### config.mk
export PLATFORM = sky130hd
export DESIGN_NAME = swm_master
export DESIGN_NICKNAME = d
export VERILOG_FILES = /design/src/rtl/swm_pkg.sv /design/src/rtl/swm_slot_if.sv /design/src/rtl/swm_master.sv /design/src/rtl/swm_slot_engine.sv
export SDC_FILE = /design/constraint.sdc
export NUM_CORES = 1
export LEC_CHECK = 0
export ABC_AREA = 1
export BUFFER_PORTS_ARGS = -buffer_cell sky130_fd_sc_hd__buf_2
export CAP_MARGIN = 25
export CORE_ASPECT_RATIO = 1.4
export CORE_UTILIZATION = 40
export DETAILED_ROUTE_END_ITERATION = 8
export PLACE_DENSITY = 0.58
export SLEW_MARGIN = 20
export SYNTH_ARGS = -nofsm -noshare
export SYNTH_HDL_FRONTEND = slang
export SYNTH_SLANG_ARGS = --single-unit
### constraint.sdc
create_clock -name clk -period 3.25 [get_ports clk]
set_clock_uncertainty 0.15 [all_clocks]
set_input_delay 0.4875 -clock clk [delete_from_list [all_inputs] [get_ports clk]]
set_output_delay 0.4875 -clock clk [all_outputs]
set_load 0.01 [all_outputs]
### src/rtl/swm_pkg.sv
// Shared constants for the single-wire bus master: register map, fields,
// slot timing and the command set between sequencer and slot engine.
// Assumes a 40 MHz system clock; all times are converted to cycles here.
package swm_pkg;

  ////////////////////////////////////////////////////////////////////////////
  // Clock and slot timing
  localparam int CLK_PERIOD_NS = 25;
  localparam int RST_LOW_NS = 480000;     // Bus reset low phase
  localparam int RST_REL_NS = 480000;     // Presence window after release
  localparam int PRES_SAMPLE_NS = 70000;  // Presence sample after release
  localparam int SLOT_NS = 70000;         // One data slot with recovery
  localparam int W0_LOW_NS = 60000;       // Low time of a written zero
  localparam int W1_LOW_NS = 6000;        // Low time of a one or read start
  localparam int RD_SAMPLE_NS = 15000;    // Read sample from slot start
  localparam int STUCK_NS = 960000;       // Idle low time that means stuck

  // Least times round up, sample points round down
  localparam int RST_LOW_CYC = (RST_LOW_NS + CLK_PERIOD_NS - 1) / CLK_PERIOD_NS;
  localparam int RST_REL_CYC = (RST_REL_NS + CLK_PERIOD_NS - 1) / CLK_PERIOD_NS;
  localparam int STUCK_CYC = (STUCK_NS + CLK_PERIOD_NS - 1) / CLK_PERIOD_NS;
  localparam int PRES_SAMPLE_CYC = PRES_SAMPLE_NS / CLK_PERIOD_NS;
  localparam int SLOT_CYC = (SLOT_NS + CLK_PERIOD_NS - 1) / CLK_PERIOD_NS;
  localparam int W0_LOW_CYC = (W0_LOW_NS + CLK_PERIOD_NS - 1) / CLK_PERIOD_NS;
  localparam int W1_LOW_CYC = (W1_LOW_NS + CLK_PERIOD_NS - 1) / CLK_PERIOD_NS;
  localparam int RD_SAMPLE_CYC = RD_SAMPLE_NS / CLK_PERIOD_NS;
  localparam int CNT_W = 16;

  ////////////////////////////////////////////////////////////////////////////
  // Register map (byte addresses)
  localparam int ADDR_W = 8;
  localparam logic [7:0] REG_CTRL = 8'h00;
  localparam logic [7:0] REG_WDATA = 8'h04;
  localparam logic [7:0] REG_RDATA = 8'h08;
  localparam logic [7:0] REG_STATUS = 8'h0c;
  localparam logic [7:0] REG_RIS = 8'h10;
  localparam logic [7:0] REG_IMR = 8'h14;
  localparam logic [7:0] REG_MIS = 8'h18;

  // Control fields
  localparam int OP_RESET_BIT = 0;
  localparam int OP_WRITE_BIT = 1;
  localparam int OP_READ_BIT = 2;
  localparam int OP_W = 3;
  localparam int BITCNT_LSB = 8;
  localparam int BITCNT_W = 6;
  localparam logic [5:0] BITCNT_MAX = 6'h20;

  // Event bits, same layout in raw, mask and masked views
  localparam int EVT_RESET = 0;
  localparam int EVT_OP = 1;
  localparam int EVT_NOPRES = 2;
  localparam int EVT_STUCK = 3;
  localparam int EVT_DMA = 4;
  localparam int EVT_N = 5;

  // Status bits
  localparam int ST_BUSY = 0;
  localparam int ST_NOPRES = 1;
  localparam int ST_STUCK = 2;

  localparam logic [31:0] RDATA_ONES = 32'hffffffff;

  typedef enum logic [1:0] {CMD_RESET, CMD_WRITE, CMD_READ} swm_cmd_t;

endpackage

### src/rtl/swm_slot_if.sv
// Carrier between the transaction sequencer and the slot engine.
// Assumes both ends run on the same clock.
`timescale 1ns/1ps
interface swm_slot_if;
  import swm_pkg::*;
  logic start;
  swm_cmd_t cmd;
  logic wbit;
  logic line_lvl;
  logic done;
  logic rbit;
  logic presence;
  logic stuck;
  logic line_oe_n;
  modport ctrl (output start, cmd, wbit, line_lvl, input done, rbit, presence, stuck, line_oe_n);
  modport eng (input start, cmd, wbit, line_lvl, output done, rbit, presence, stuck, line_oe_n);
endinterface

### src/rtl/swm_master.sv
// Single-wire bus master: APB register file, transaction sequencer,
// event flags with mask and one level interrupt.
// Assumes one 40 MHz clock; the bus line is an external open-drain pin.
`timescale 1ns/1ps

// Summary of operation
// - Only enabled event flags can drive the interrupt output.
// - Finishing a generated bus reset sets the reset-complete flag.
// - Operation-complete flag at end of read or write; combined sets after read.
// - No presence answer to a reset sets the no-presence flag.
// - Line held low by another party while the slot engine is idle sets the bus-stuck flag.
// - End of a DMA-driven sequence sets the DMA-complete flag.
// - Raw and masked views of the event flags are readable.
// - Bit count 1 to 32; exactly that many bits move.
// - Reset, write, read request bits combine; reset goes before data.
// - With write and read both requested, the write phase finishes first.
// - Written bits come from the 32-bit write data word.
// - Read data defaults to ones; unpulled bits read as one.
// - Busy status shows while reset, write or read runs.
// - Software clears any chosen flags; cleared flags stop the interrupt.
module swm_master
  import swm_pkg::*;
#(
  parameter int RST_LOW_C = RST_LOW_CYC,
  parameter int RST_REL_C = RST_REL_CYC,
  parameter int STUCK_C = STUCK_CYC
) (
  input wire logic clk,
  input wire logic rstn,
  input wire logic ce,
  input wire logic psel,
  input wire logic penable,
  input wire logic pwrite,
  input wire logic [ADDR_W-1:0] paddr,
  input wire logic [31:0] pwdata,
  output logic [31:0] prdata,
  output logic pready,
  output logic pslverr,
  input wire logic line_i,
  output logic line_o,
  output logic line_oe_n,
  input wire logic dma_seq_done,
  output logic irq
);

  typedef enum logic [1:0] {SEQ_IDLE, SEQ_RST, SEQ_WR, SEQ_RD} swm_seq_t;

  swm_slot_if sl ();

  swm_slot_engine #(
    .RST_LOW_C(RST_LOW_C),
    .RST_REL_C(RST_REL_C),
    .STUCK_C(STUCK_C)
  ) u_engine (
    .clk(clk),
    .rstn(rstn),
    .ce(ce),
    .sl(sl)
  );

  // Decode of a register byte address against the bus address
  function automatic logic hit(input logic [ADDR_W-1:0] a, input logic [ADDR_W-1:0] r);
    hit = (a == r);
  endfunction

  ////////////////////////////////////////////////////////////////////////////
  // Pin synchroniser: a change counts once stages two and three agree
  logic [2:0] sync_reg, sync_next;
  logic line_f_reg, line_f_next;

  always_comb begin
    sync_next = {sync_reg[1:0], line_i};
    line_f_next = (sync_reg[1] == sync_reg[2]) ? sync_reg[2] : line_f_reg;
  end

  always_ff @(posedge clk or negedge rstn) begin
    if (!rstn) begin
      sync_reg <= 3'h7;
      line_f_reg <= 1'b1;
    end else if (ce) begin
      sync_reg <= sync_next;
      line_f_reg <= line_f_next;
    end
  end

  assign sl.line_lvl = line_f_reg;
  assign line_o = 1'b0;              // Open drain: only ever pulls low
  assign line_oe_n = sl.line_oe_n;

  ////////////////////////////////////////////////////////////////////////////
  // APB decode; zero wait states while the clock enable is high
  logic acc, wr_acc, setup_rd, ctrl_wr, cnt_ok, mapped;
  logic [BITCNT_W-1:0] new_cnt;
  logic [OP_W-1:0] new_op;

  assign new_cnt = pwdata[BITCNT_LSB +: BITCNT_W];
  assign new_op = pwdata[OP_W-1:0];
  assign cnt_ok = (new_cnt != '0) && (new_cnt <= BITCNT_MAX);
  assign mapped = hit(paddr, REG_CTRL) || hit(paddr, REG_WDATA) || hit(paddr, REG_RDATA)
    || hit(paddr, REG_STATUS) || hit(paddr, REG_RIS) || hit(paddr, REG_IMR)
    || hit(paddr, REG_MIS);
  assign acc = psel && penable && ce;
  assign wr_acc = acc && pwrite;
  assign setup_rd = psel && !penable && !pwrite;
  assign ctrl_wr = wr_acc && hit(paddr, REG_CTRL);
  assign pready = ce;
  // Unmapped address, or a control write with an operation and an out-of-range bit count, is answered with an error
  assign pslverr = psel && penable && (!mapped || (pwrite && hit(paddr, REG_CTRL)
    && new_op != '0 && !cnt_ok));

  ////////////////////////////////////////////////////////////////////////////
  // Transaction sequencer and register file
  swm_seq_t state_reg, state_next;
  logic [OP_W-1:0] op_reg, op_next;
  logic [BITCNT_W-1:0] cnt_reg, cnt_next, idx_reg, idx_next;
  logic [31:0] wdata_reg, wdata_next, rdata_reg, rdata_next, prdata_reg, prdata_next;
  logic [EVT_N-1:0] ris_reg, ris_next, imr_reg, imr_next, evt_set, evt_clr;
  logic nopres_reg, nopres_next, stuck_d_reg, start_reg, start_next, wbit_reg, wbit_next;
  swm_cmd_t cmd_reg, cmd_next;
  logic go, last_bit;

  // Writes to control while busy are dropped; software is expected to wait
  assign go = ctrl_wr && state_reg == SEQ_IDLE && new_op != '0 && cnt_ok;
  assign last_bit = (idx_reg == cnt_reg - 1'b1);
  assign sl.start = start_reg;
  assign sl.cmd = cmd_reg;
  assign sl.wbit = wbit_reg;

  always_comb begin
    state_next = state_reg;
    op_next = op_reg;
    cnt_next = cnt_reg;
    idx_next = idx_reg;
    wdata_next = wdata_reg;
    rdata_next = rdata_reg;
    nopres_next = nopres_reg;
    start_next = 1'b0;
    cmd_next = cmd_reg;
    wbit_next = wbit_reg;
    evt_set = '0;
    if (wr_acc && hit(paddr, REG_WDATA)) begin
      wdata_next = pwdata;
    end
    case (state_reg)
      SEQ_IDLE: begin
        if (go) begin
          op_next = new_op;
          cnt_next = new_cnt;
          idx_next = '0;
          start_next = 1'b1;
          if (new_op[OP_RESET_BIT]) begin
            state_next = SEQ_RST;
            cmd_next = CMD_RESET;
          end else if (new_op[OP_WRITE_BIT]) begin
            state_next = SEQ_WR;
            cmd_next = CMD_WRITE;
            wbit_next = wdata_reg[0];
          end else begin
            state_next = SEQ_RD;
            cmd_next = CMD_READ;
            rdata_next = RDATA_ONES;
          end
        end
      end
      SEQ_RST: begin
        if (sl.done) begin
          evt_set[EVT_RESET] = 1'b1;
          evt_set[EVT_NOPRES] = !sl.presence;
          nopres_next = !sl.presence;
          if (op_reg[OP_WRITE_BIT]) begin
            state_next = SEQ_WR;
            start_next = 1'b1;
            cmd_next = CMD_WRITE;
            wbit_next = wdata_reg[0];
          end else if (op_reg[OP_READ_BIT]) begin
            state_next = SEQ_RD;
            start_next = 1'b1;
            cmd_next = CMD_READ;
            rdata_next = RDATA_ONES;
          end else begin
            state_next = SEQ_IDLE;
          end
        end
      end
      SEQ_WR: begin
        if (sl.done) begin
          if (!last_bit) begin
            idx_next = idx_reg + 1'b1;
            start_next = 1'b1;
            wbit_next = wdata_reg[5'(idx_reg + 1'b1)];
          end else if (op_reg[OP_READ_BIT]) begin
            // Read phase only after the last written bit
            state_next = SEQ_RD;
            idx_next = '0;
            start_next = 1'b1;
            cmd_next = CMD_READ;
            rdata_next = RDATA_ONES;
          end else begin
            state_next = SEQ_IDLE;
            evt_set[EVT_OP] = 1'b1;
          end
        end
      end
      SEQ_RD: begin
        if (sl.done) begin
          rdata_next[5'(idx_reg)] = sl.rbit;
          if (!last_bit) begin
            idx_next = idx_reg + 1'b1;
            start_next = 1'b1;
          end else begin
            state_next = SEQ_IDLE;
            evt_set[EVT_OP] = 1'b1;
          end
        end
      end
      default: state_next = SEQ_IDLE;
    endcase
    evt_set[EVT_STUCK] = sl.stuck && !stuck_d_reg;
    evt_set[EVT_DMA] = dma_seq_done;
  end

  // Flag and mask updates; a set in the clearing cycle wins
  always_comb begin
    evt_clr = (wr_acc && hit(paddr, REG_RIS)) ? pwdata[EVT_N-1:0] : '0;
    ris_next = (ris_reg & ~evt_clr) | evt_set;
    imr_next = (wr_acc && hit(paddr, REG_IMR)) ? pwdata[EVT_N-1:0] : imr_reg;
  end

  // Read data is captured in the setup cycle so it comes from a flop
  always_comb begin
    prdata_next = prdata_reg;
    if (setup_rd) begin
      prdata_next = '0;
      if (hit(paddr, REG_CTRL)) begin
        prdata_next[OP_W-1:0] = op_reg;
        prdata_next[BITCNT_LSB +: BITCNT_W] = cnt_reg;
      end else if (hit(paddr, REG_WDATA)) begin
        prdata_next = wdata_reg;
      end else if (hit(paddr, REG_RDATA)) begin
        prdata_next = rdata_reg;
      end else if (hit(paddr, REG_STATUS)) begin
        prdata_next[ST_BUSY] = (state_reg != SEQ_IDLE);
        prdata_next[ST_NOPRES] = nopres_reg;
        prdata_next[ST_STUCK] = sl.stuck;
      end else if (hit(paddr, REG_RIS)) begin
        prdata_next[EVT_N-1:0] = ris_reg;
      end else if (hit(paddr, REG_IMR)) begin
        prdata_next[EVT_N-1:0] = imr_reg;
      end else if (hit(paddr, REG_MIS)) begin
        prdata_next[EVT_N-1:0] = ris_reg & imr_reg;
      end
    end
  end

  // Register stage for the sequencer and register file
  always_ff @(posedge clk or negedge rstn) begin
    if (!rstn) begin
      state_reg <= SEQ_IDLE;
      op_reg <= '0;
      cnt_reg <= '0;
      idx_reg <= '0;
      wdata_reg <= '0;
      rdata_reg <= RDATA_ONES;
      prdata_reg <= '0;
      ris_reg <= '0;
      imr_reg <= '0;
      nopres_reg <= 1'b0;
      stuck_d_reg <= 1'b0;
      start_reg <= 1'b0;
      cmd_reg <= CMD_RESET;
      wbit_reg <= 1'b1;
    end else if (ce) begin
      state_reg <= state_next;
      op_reg <= op_next;
      cnt_reg <= cnt_next;
      idx_reg <= idx_next;
      wdata_reg <= wdata_next;
      rdata_reg <= rdata_next;
      prdata_reg <= prdata_next;
      ris_reg <= ris_next;
      imr_reg <= imr_next;
      nopres_reg <= nopres_next;
      stuck_d_reg <= sl.stuck;
      start_reg <= start_next;
      cmd_reg <= cmd_next;
      wbit_reg <= wbit_next;
    end
  end

  assign prdata = prdata_reg;
  // Level interrupt, gated per source by the mask
  assign irq = |(ris_reg & imr_reg);
endmodule

### src/rtl/swm_slot_engine.sv
// Slot engine: one bus reset, one written bit or one read bit per start.
// Assumes a filtered line level and a start only while idle.
`timescale 1ns/1ps
module swm_slot_engine
  import swm_pkg::*;
#(
  parameter int RST_LOW_C = RST_LOW_CYC,
  parameter int RST_REL_C = RST_REL_CYC,
  parameter int STUCK_C = STUCK_CYC
) (
  input wire logic clk,
  input wire logic rstn,
  input wire logic ce,
  swm_slot_if.eng sl
);

  if (RST_LOW_C < 1 || RST_REL_C <= PRES_SAMPLE_CYC || STUCK_C < 2
      || STUCK_C >= 2 ** CNT_W || RST_LOW_C >= 2 ** CNT_W || RST_REL_C >= 2 ** CNT_W) begin : g_bad
    $error("slot engine timing out of range");
  end

  typedef enum logic [1:0] {ENG_IDLE, ENG_LOW, ENG_REL} swm_eng_t;

  swm_eng_t state_reg, state_next;
  logic [CNT_W-1:0] cnt_reg, cnt_next, low_reg, low_next, rel_reg, rel_next;
  logic [CNT_W-1:0] smp_reg, smp_next;
  swm_cmd_t cmd_reg, cmd_next;
  logic done_reg, done_next, rbit_reg, rbit_next, pres_reg, pres_next;
  logic oe_n_reg, oe_n_next, stuck_reg, stuck_next;

  assign sl.done = done_reg;
  assign sl.rbit = rbit_reg;
  assign sl.presence = pres_reg;
  assign sl.stuck = stuck_reg;
  assign sl.line_oe_n = oe_n_reg;

  ////////////////////////////////////////////////////////////////////////////
  // Slot timing; idle low time is counted to find a held line
  always_comb begin
    state_next = state_reg;
    cnt_next = cnt_reg;
    low_next = low_reg;
    rel_next = rel_reg;
    smp_next = smp_reg;
    cmd_next = cmd_reg;
    done_next = 1'b0;
    rbit_next = rbit_reg;
    pres_next = pres_reg;
    oe_n_next = oe_n_reg;
    stuck_next = stuck_reg;
    case (state_reg)
      ENG_IDLE: begin
        if (sl.start) begin
          cmd_next = sl.cmd;
          state_next = ENG_LOW;
          oe_n_next = 1'b0;
          cnt_next = '0;
          stuck_next = 1'b0;
          if (sl.cmd == CMD_RESET) begin
            low_next = CNT_W'(RST_LOW_C);
            rel_next = CNT_W'(RST_REL_C);
            smp_next = CNT_W'(PRES_SAMPLE_CYC);
          end else if (sl.cmd == CMD_WRITE && !sl.wbit) begin
            low_next = CNT_W'(W0_LOW_CYC);
            rel_next = CNT_W'(SLOT_CYC - W0_LOW_CYC);
            smp_next = CNT_W'(RD_SAMPLE_CYC - W1_LOW_CYC);
          end else begin
            low_next = CNT_W'(W1_LOW_CYC);
            rel_next = CNT_W'(SLOT_CYC - W1_LOW_CYC);
            smp_next = CNT_W'(RD_SAMPLE_CYC - W1_LOW_CYC);
          end
        end else if (!sl.line_lvl) begin
          // Saturate so a long hold keeps one level, not a wrap
          if (cnt_reg != CNT_W'(STUCK_C - 1)) begin
            cnt_next = cnt_reg + 1'b1;
          end else begin
            stuck_next = 1'b1;
          end
        end else begin
          cnt_next = '0;
          stuck_next = 1'b0;
        end
      end
      ENG_LOW: begin
        cnt_next = cnt_reg + 1'b1;
        if (cnt_reg == low_reg - 1'b1) begin
          oe_n_next = 1'b1;
          state_next = ENG_REL;
          cnt_next = '0;
        end
      end
      ENG_REL: begin
        cnt_next = cnt_reg + 1'b1;
        if (cnt_reg == smp_reg) begin
          if (cmd_reg == CMD_RESET) begin
            pres_next = !sl.line_lvl;
          end else begin
            rbit_next = sl.line_lvl;
          end
        end
        if (cnt_reg == rel_reg - 1'b1) begin
          done_next = 1'b1;
          state_next = ENG_IDLE;
          cnt_next = '0;
        end
      end
      default: state_next = ENG_IDLE;
    endcase
  end

  // Register stage
  always_ff @(posedge clk or negedge rstn) begin
    if (!rstn) begin
      state_reg <= ENG_IDLE;
      cnt_reg <= '0;
      low_reg <= '0;
      rel_reg <= '0;
      smp_reg <= '0;
      cmd_reg <= CMD_RESET;
      done_reg <= 1'b0;
      rbit_reg <= 1'b1;
      pres_reg <= 1'b0;
      oe_n_reg <= 1'b1;
      stuck_reg <= 1'b0;
    end else if (ce) begin
      state_reg <= state_next;
      cnt_reg <= cnt_next;
      low_reg <= low_next;
      rel_reg <= rel_next;
      smp_reg <= smp_next;
      cmd_reg <= cmd_next;
      done_reg <= done_next;
      rbit_reg <= rbit_next;
      pres_reg <= pres_next;
      oe_n_reg <= oe_n_next;
      stuck_reg <= stuck_next;
    end
  end

endmodule

# Yosys cells after proc, flatten, opt, wreduce, memory -nomap -nowiden
# Cells that the tools add are included.
[totals] ff_bits=206 latch_bits=0 ram_bits=0 romBits=0 in_bits=48 elab_cells=249 n_memories=0
[classes] addsub=5 mul=0 div_mod_pow=0 magnitude_cmp=4 n_eq_ne=37 shifts=0 muxes=105 bitwise_logic=5 n_reduce_logical=66
[ops] cell="$mux W32" n=10
[ops] cell="$pmux W32 S4" n=1
[ops] cell="$mux W16" n=7
[ops] cell="$eq A16 B16 Y1" n=3
[ops] cell="$pmux W16 S3" n=1
[ops] cell="$mux W2" n=21
[ops] cell="$mux W6" n=7
[ops] cell="$mux W12" n=3
[ops] cell="$mux W1" n=34
[ops] cell="$bwmux W32" n=1
[ops] cell="$sub A16 B1 Y16 const B" n=2
[ops] cell="$mux W5" n=6
[ops] cell="$mux W27" n=1
[ops] cell="$eq A8 B5 Y1 const B" n=3
[ops] cell="$ne A2 B2 Y1 const B" n=11
[ops] cell="$logic_and A1 B1 Y1" n=20
[ops] cell="$mux W18" n=1
[ops] cell="$pmux W6 S3" n=1
[ops] cell="$reduce_and A9 Y1" n=2
[ops] cell="$add A16 B1 Y16 const B" n=1
[ops] cell="$eq A8 B4 Y1 const B" n=2
[ops] cell="$ne A16 B16 Y1 const B" n=1
[ops] cell="$reduce_and A4 Y1" n=4
[ops] cell="$reduce_and A3 Y1" n=5
[ops] cell="other kinds (36)" n=74

# Depth between registers and ports, before layout
[depth] depth_word=10 depth_mapped=16

# Modules after synthesis
# From an unflattened synthesis, not the netlist that was laid out.
[hier_totals] hier_cells=1481 area_unflattened_um2=10263.6
[modules_own_cells] module="swm_master" instances=1 cells_each=1101 area_each_um2=7782.5
[modules_own_cells] module="swm_slot_engine" instances=1 cells_each=380 area_each_um2=2481.1

# Least setup slack after synthesis
# Ideal clock, no wire load.
[synth_path] path_kind="reg2reg" startpoint="reg idx_reg[0]" endpoint="reg wbit_reg (netlist: sl.wbit)" setup_ns=0.060 t_arrival_ns=2.019 required_time_ns=3.040 slack_ns=1.021 stages_incl_launch_ff=14 synth_period_minus_slack_ns=2.229 cell_sequence="dfrtp_1 buf_4 inv_1 ha_1 clkbuf_1 clkbuf_1 o21ai_0 o211ai_1 nand3_1 nand3_1 nand2_1 o21ai_1 nand2_1 nand2_1"
[synth_between] elab_chain_len=6 elab_cells_between_ends=9 classes_between="1 x add/sub; 2 x eq/ne; 5 x mux; 1 x reduce/logical"
[synth_lines] item="start: declaration" line="swm_master.sv:115" source="logic [BITCNT_W-1:0] cnt_reg, cnt_next, idx_reg, idx_next;"
[synth_lines] item="start signal: assignment" line="swm_master.sv:276" source="idx_reg <= idx_next;"
[synth_lines] item="$add A6 B1 Y6"
[synth_lines] item="$bmux W1 S5" line="swm_master.sv:190" source="wbit_next = wdata_reg[5'(idx_reg + 1'b1)];"
[synth_lines] item="$mux W1 (implied by the code)" line="swm_master.sv:190"
[synth_lines] item="$mux W1" line="swm_master.sv:187" source="if (!last_bit) begin"
[synth_lines] item="$mux W1" line="swm_master.sv:186" source="if (sl.done) begin"
[synth_lines] item="$pmux W1 S3" line="swm_master.sv:144" source="case (state_reg)"
[synth_lines] item="end signal: assignment" line="swm_master.sv:286" source="wbit_reg <= wbit_next;"
[synth_lines] item="end: declaration" line="swm_master.sv:118" source="logic nopres_reg, nopres_next, stuck_d_reg, start_reg, start_next, wbit_reg, wbit_next;"
# Several ways; a longest one is shown, not always the timed one. The select of a mux whose other input is x is not followed.
# A chain may end at the register's enable or synchronous reset.

# Worst setup path after layout
[layout_path] startpoint="reg state_reg[0]" endpoint="reg rdata_reg[2]"
[layout_between] elab_chain_len=6 elab_cells_between_ends=17 classes_between="11 x eq/ne; 1 x mux; 5 x reduce/logical"
[layout_lines] item="start: declaration" line="swm_master.sv:113" source="swm_seq_t state_reg, state_next;"
[layout_lines] item="start signal: assignment" line="swm_master.sv:273" source="state_reg <= state_next;"
[layout_lines] item="$logic_not A2 Y1" line="swm_master.sv:123, swm_master.sv:144"
[layout_lines] item="$logic_and A1 B1 Y1 (3 in a row)" line="swm_master.sv:123" source="assign go = ctrl_wr && state_reg == SEQ_IDLE && new_op != '0 && cnt_ok;"
[layout_lines] item="$ne A2 B2 Y1 (no source line)"
[layout_lines] item="$reduce_and A9 Y1 (no source line)"
[layout_lines] item="end signal: assignment" line="swm_master.sv:278" source="rdata_reg <= rdata_next;"
[layout_lines] item="end: declaration" line="swm_master.sv:116" source="logic [31:0] wdata_reg, wdata_next, rdata_reg, rdata_next, prdata_reg, prdata_next;"
# Several ways; a longest one is shown, not always the timed one.

==> impl_metrics.json <==
{
  "min_delay_path_depth": 3,
  "period_needed_ns": 2.69,
  "async_flop_share_pct": 100,
  "setup_viol_count_final": 0,
  "grt_pass1_wl_mm": 48.3,
  "die_height_um": 189,
  "cts.sinks": 165,
  "tritoncts": "yes",
  "numPortBuffers": 83,
  "grt_start_max_net_pins": 78,
  "n_antenna_cell": 0,
  "detail_route.wl_per_cell_um": 16.6,
  "tightestPinTransition_ns": 0.909,
  "drive_gt1_share_pct": 15.6,
  "hold_end": "sync_reg[0]",
  "final_common_cell": "nand2_1",
  "setup_tns_ns": 0,
  "fin_nets": 1514,
  "clkTransAtPathRegs_ns": 0.06,
  "grt_pass1_vias": 9293,
  "syn_nets": 1457,
  "row_count": 68,
  "synth-seq-cells": 165,
  "synth_edf_count": 0,
  "antenna_found_initial": 0,
  "die_area_um2": 25600,
  "final_cell_mix": "437 x nand2_1, 126 x dfrtp_1, 118 x inv_1",
  "timing.rr.start": "state_reg[0]",
  "initial_core_util_pct": 40.5,
  "route.detailed.drc": 0,
  "cts_setup_buffers": 0,
  "io_pins": 85,
  "startpoint_type": "flop",
  "yosysSeqAreaShare_pct": 41.9,
  "rsz0062_at_grt": "no",
  "outcome": "finished clean",
  "total_power_mw": 4.95,
  "clk_latency_ns": 0.44,
  "maxCapViolCount": 0,
  "dp_hpwl_mm": 21.1,
  "cp_max_fo": 18,
  "cts_buffer_depth": 2,
  "r2r_cells": 13,
  "drt-pass1-iter-count": 6,
  "min-delay-start": "line_i",
  "cts-htree-levels": 4,
  "critPathKind": "flop to flop",
  "finalHoldViolCount": 0,
  "synth_cells": 1389,
  "slew_viol_final": 0,
  "fin_crit_sh_pct": 82.9,
  "leakage_nw": 5.74,
  "dieWidth_um": 135,
  "yosys_most_used_dff": "dfrtp_1",
  "yosysWarningCount": 0,
  "crit_required_ns": 3.48,
  "dr_wl_met2_mm": 15.4,
  "met1_length_mm": 12.0,
  "ys_types": 50,
  "area_growth_pct": 12.8,
  "syn-cell-area_um2": 9970,
  "avgSynthCellArea_um2": 7.18,
  "grt_overflow": 0,
  "slew_headroom_pct": 39.3,
  "drtAntennaViolNets": 0,
  "clock-root-buffer": "clkbuf_16",
  "routed.top_layer": "met4",
  "drtIter0Drc": 547,
  "worst_ep_arrival_time_ns": 2.92,
  "viasPerCell": 5.26,
  "fmax_mhz": 371,
  "p_per_area_nw_per_um2": 440,
  "end_kind": "flop",
  "grt_use_total_pct": 24.3,
  "coreArea_um2": 24600,
  "vias": 9336,
  "regToRegSetupSlack_ns": 0.56,
  "wl_mm": 29.4,
  "reg2reg_to": "rdata_reg[2]",
  "cts_inserted_buffers": 17,
  "met3WireLength_um": 983,
  "ir_drop_v": 0.000368,
  "hold_path.class": "input port to flop",
  "routabilityCongestion": 0.900
}
[final cells by class]
cell class                 instances  area [um^2]
clock inverter                     8         75.1
inverter                         144          544
multi-input combinational       1012         4940
fill                            2552        13300
tap                              315          394
clock buffer                      24          492
timing repair buffer             106          622
sequential                       165         4180
[Yosys cell counts (2+ instances only)]
library cell	number	area, um^2
nor2_2	5	31.3
o21ai_1	22	110
nand3_2	2	20.0
nor4_1	4	25.0
mux2i_1	2	20.0
buf_4	6	45.0
nand3_1	115	576
ha_1	20	250
buf_1	2	7.51
nor2_8	2	40.0
nor2_1	109	409
nand4_1	42	263
buf_6	3	33.8
xnor2_1	4	35.0
or2_2	4	25.0
o22ai_1	3	18.8
buf_2	10	50.1
mux2_1	6	67.6
o21ai_0	111	556
dfrtp_1	126	3150
nand2_1	438	1640
o31ai_1	2	15.0
nand2_2	5	31.3
nor2_4	4	45.0
o211ai_1	15	113
inv_1	118	443
a21oi_1	46	230
a22o_1	5	43.8
xor2_1	21	184
nor3_1	11	55.1
dfstp_2	39	1020
inv_2	23	86.3
clkbuf_1	47	176
[worst max path at each step]
| stage | end | slack (ns) | startpoint | cells after the start |
|---|---|---|---|---|
| finish | rdata_reg[2] | 0.56 | state_reg[0] | 13 |
| CTS | rdata_reg[2] | 0.55 | state_reg[0] | 13 |
| global placement | rdata_reg[8] | 0.66 | paddr[1] | 15 |
| floorplan | sl.wbit | 1.02 | idx_reg[0] | 13 |
| global route | rdata_reg[12] | 0.40 | state_reg[0] | 13 |
| detailed placement | rdata_reg[2] | 0.57 | state_reg[0] | 13 |
[report_power, final]
group          internal (mW)  leakage, nW  total [mW]  switching, mW
sequential              2.15         1.96        2.23         0.0768
combinational          0.237         3.51       0.724          0.487
clock                   1.13        0.268        1.99          0.862
total                   3.52         5.74        4.95           1.43
[repair_timing]
action / 4_1_cts / 5_1_grt
hold endpoints to repair: 38 / 0
hold buffers: 1 / 0
gates resized for setup: 0 / 0
[stage by stage]
step                      util, %  area, um^2  worst slack (ns)  hold slack, ns  cells
after global placement       43.4       10700             0.656           0.301   1741
final                        45.7       11200             0.557          0.0943   1774
after detailed placement     43.4       10700             0.570           0.304   1741
after global routing         45.7       11200             0.402          0.0961   1774
after CTS                    45.7       11200             0.546          0.0791   1774
after floorplan                 -        9970              1.02          0.0419   1389
[per-layer routing]
metal	up-vias	track usage, %
li1	4608	-
met1	4474	27.9
met2	188	43.4
met3	66	3.98
met4	0	11.0
met5	-	0
[kinds of logic (layout without fill, tap and decap cells)]
| logic type | after synthesis | count (layout) | share of synthesized area [%] |
|---|---|---|---|
| adders and majority gates | 20 | 20 | 2.51 |
| AOI/OAI and AO/OA | 211 | 211 | 11.5 |
| buffers and inverters | 212 | 282 | 8.60 |
| muxes | 8 | 8 | 0.878 |
| other | 1 | 1 | 0.0376 |
| DFF | 165 | 165 | 41.9 |
| xor gates and xnor gates | 25 | 25 | 2.20 |
| and+or+nand+nor | 747 | 747 | 32.3 |
[critical path, cell delays in order, from the launching register on]
cell	delay (ns)
dfrtp_1	0.40
inv_1	0.11
ha_1	0.34
inv_2	0.10
nor2_1	0.14
nand3_1	0.19
nor2_8	0.27
nor2_4	0.09
nor2_8	0.09
inv_2	0.04
nor2_4	0.32
buf_12	0.21
nand3_1	0.08
nand2_1	0.07
(Power assumes the default switching activity.)
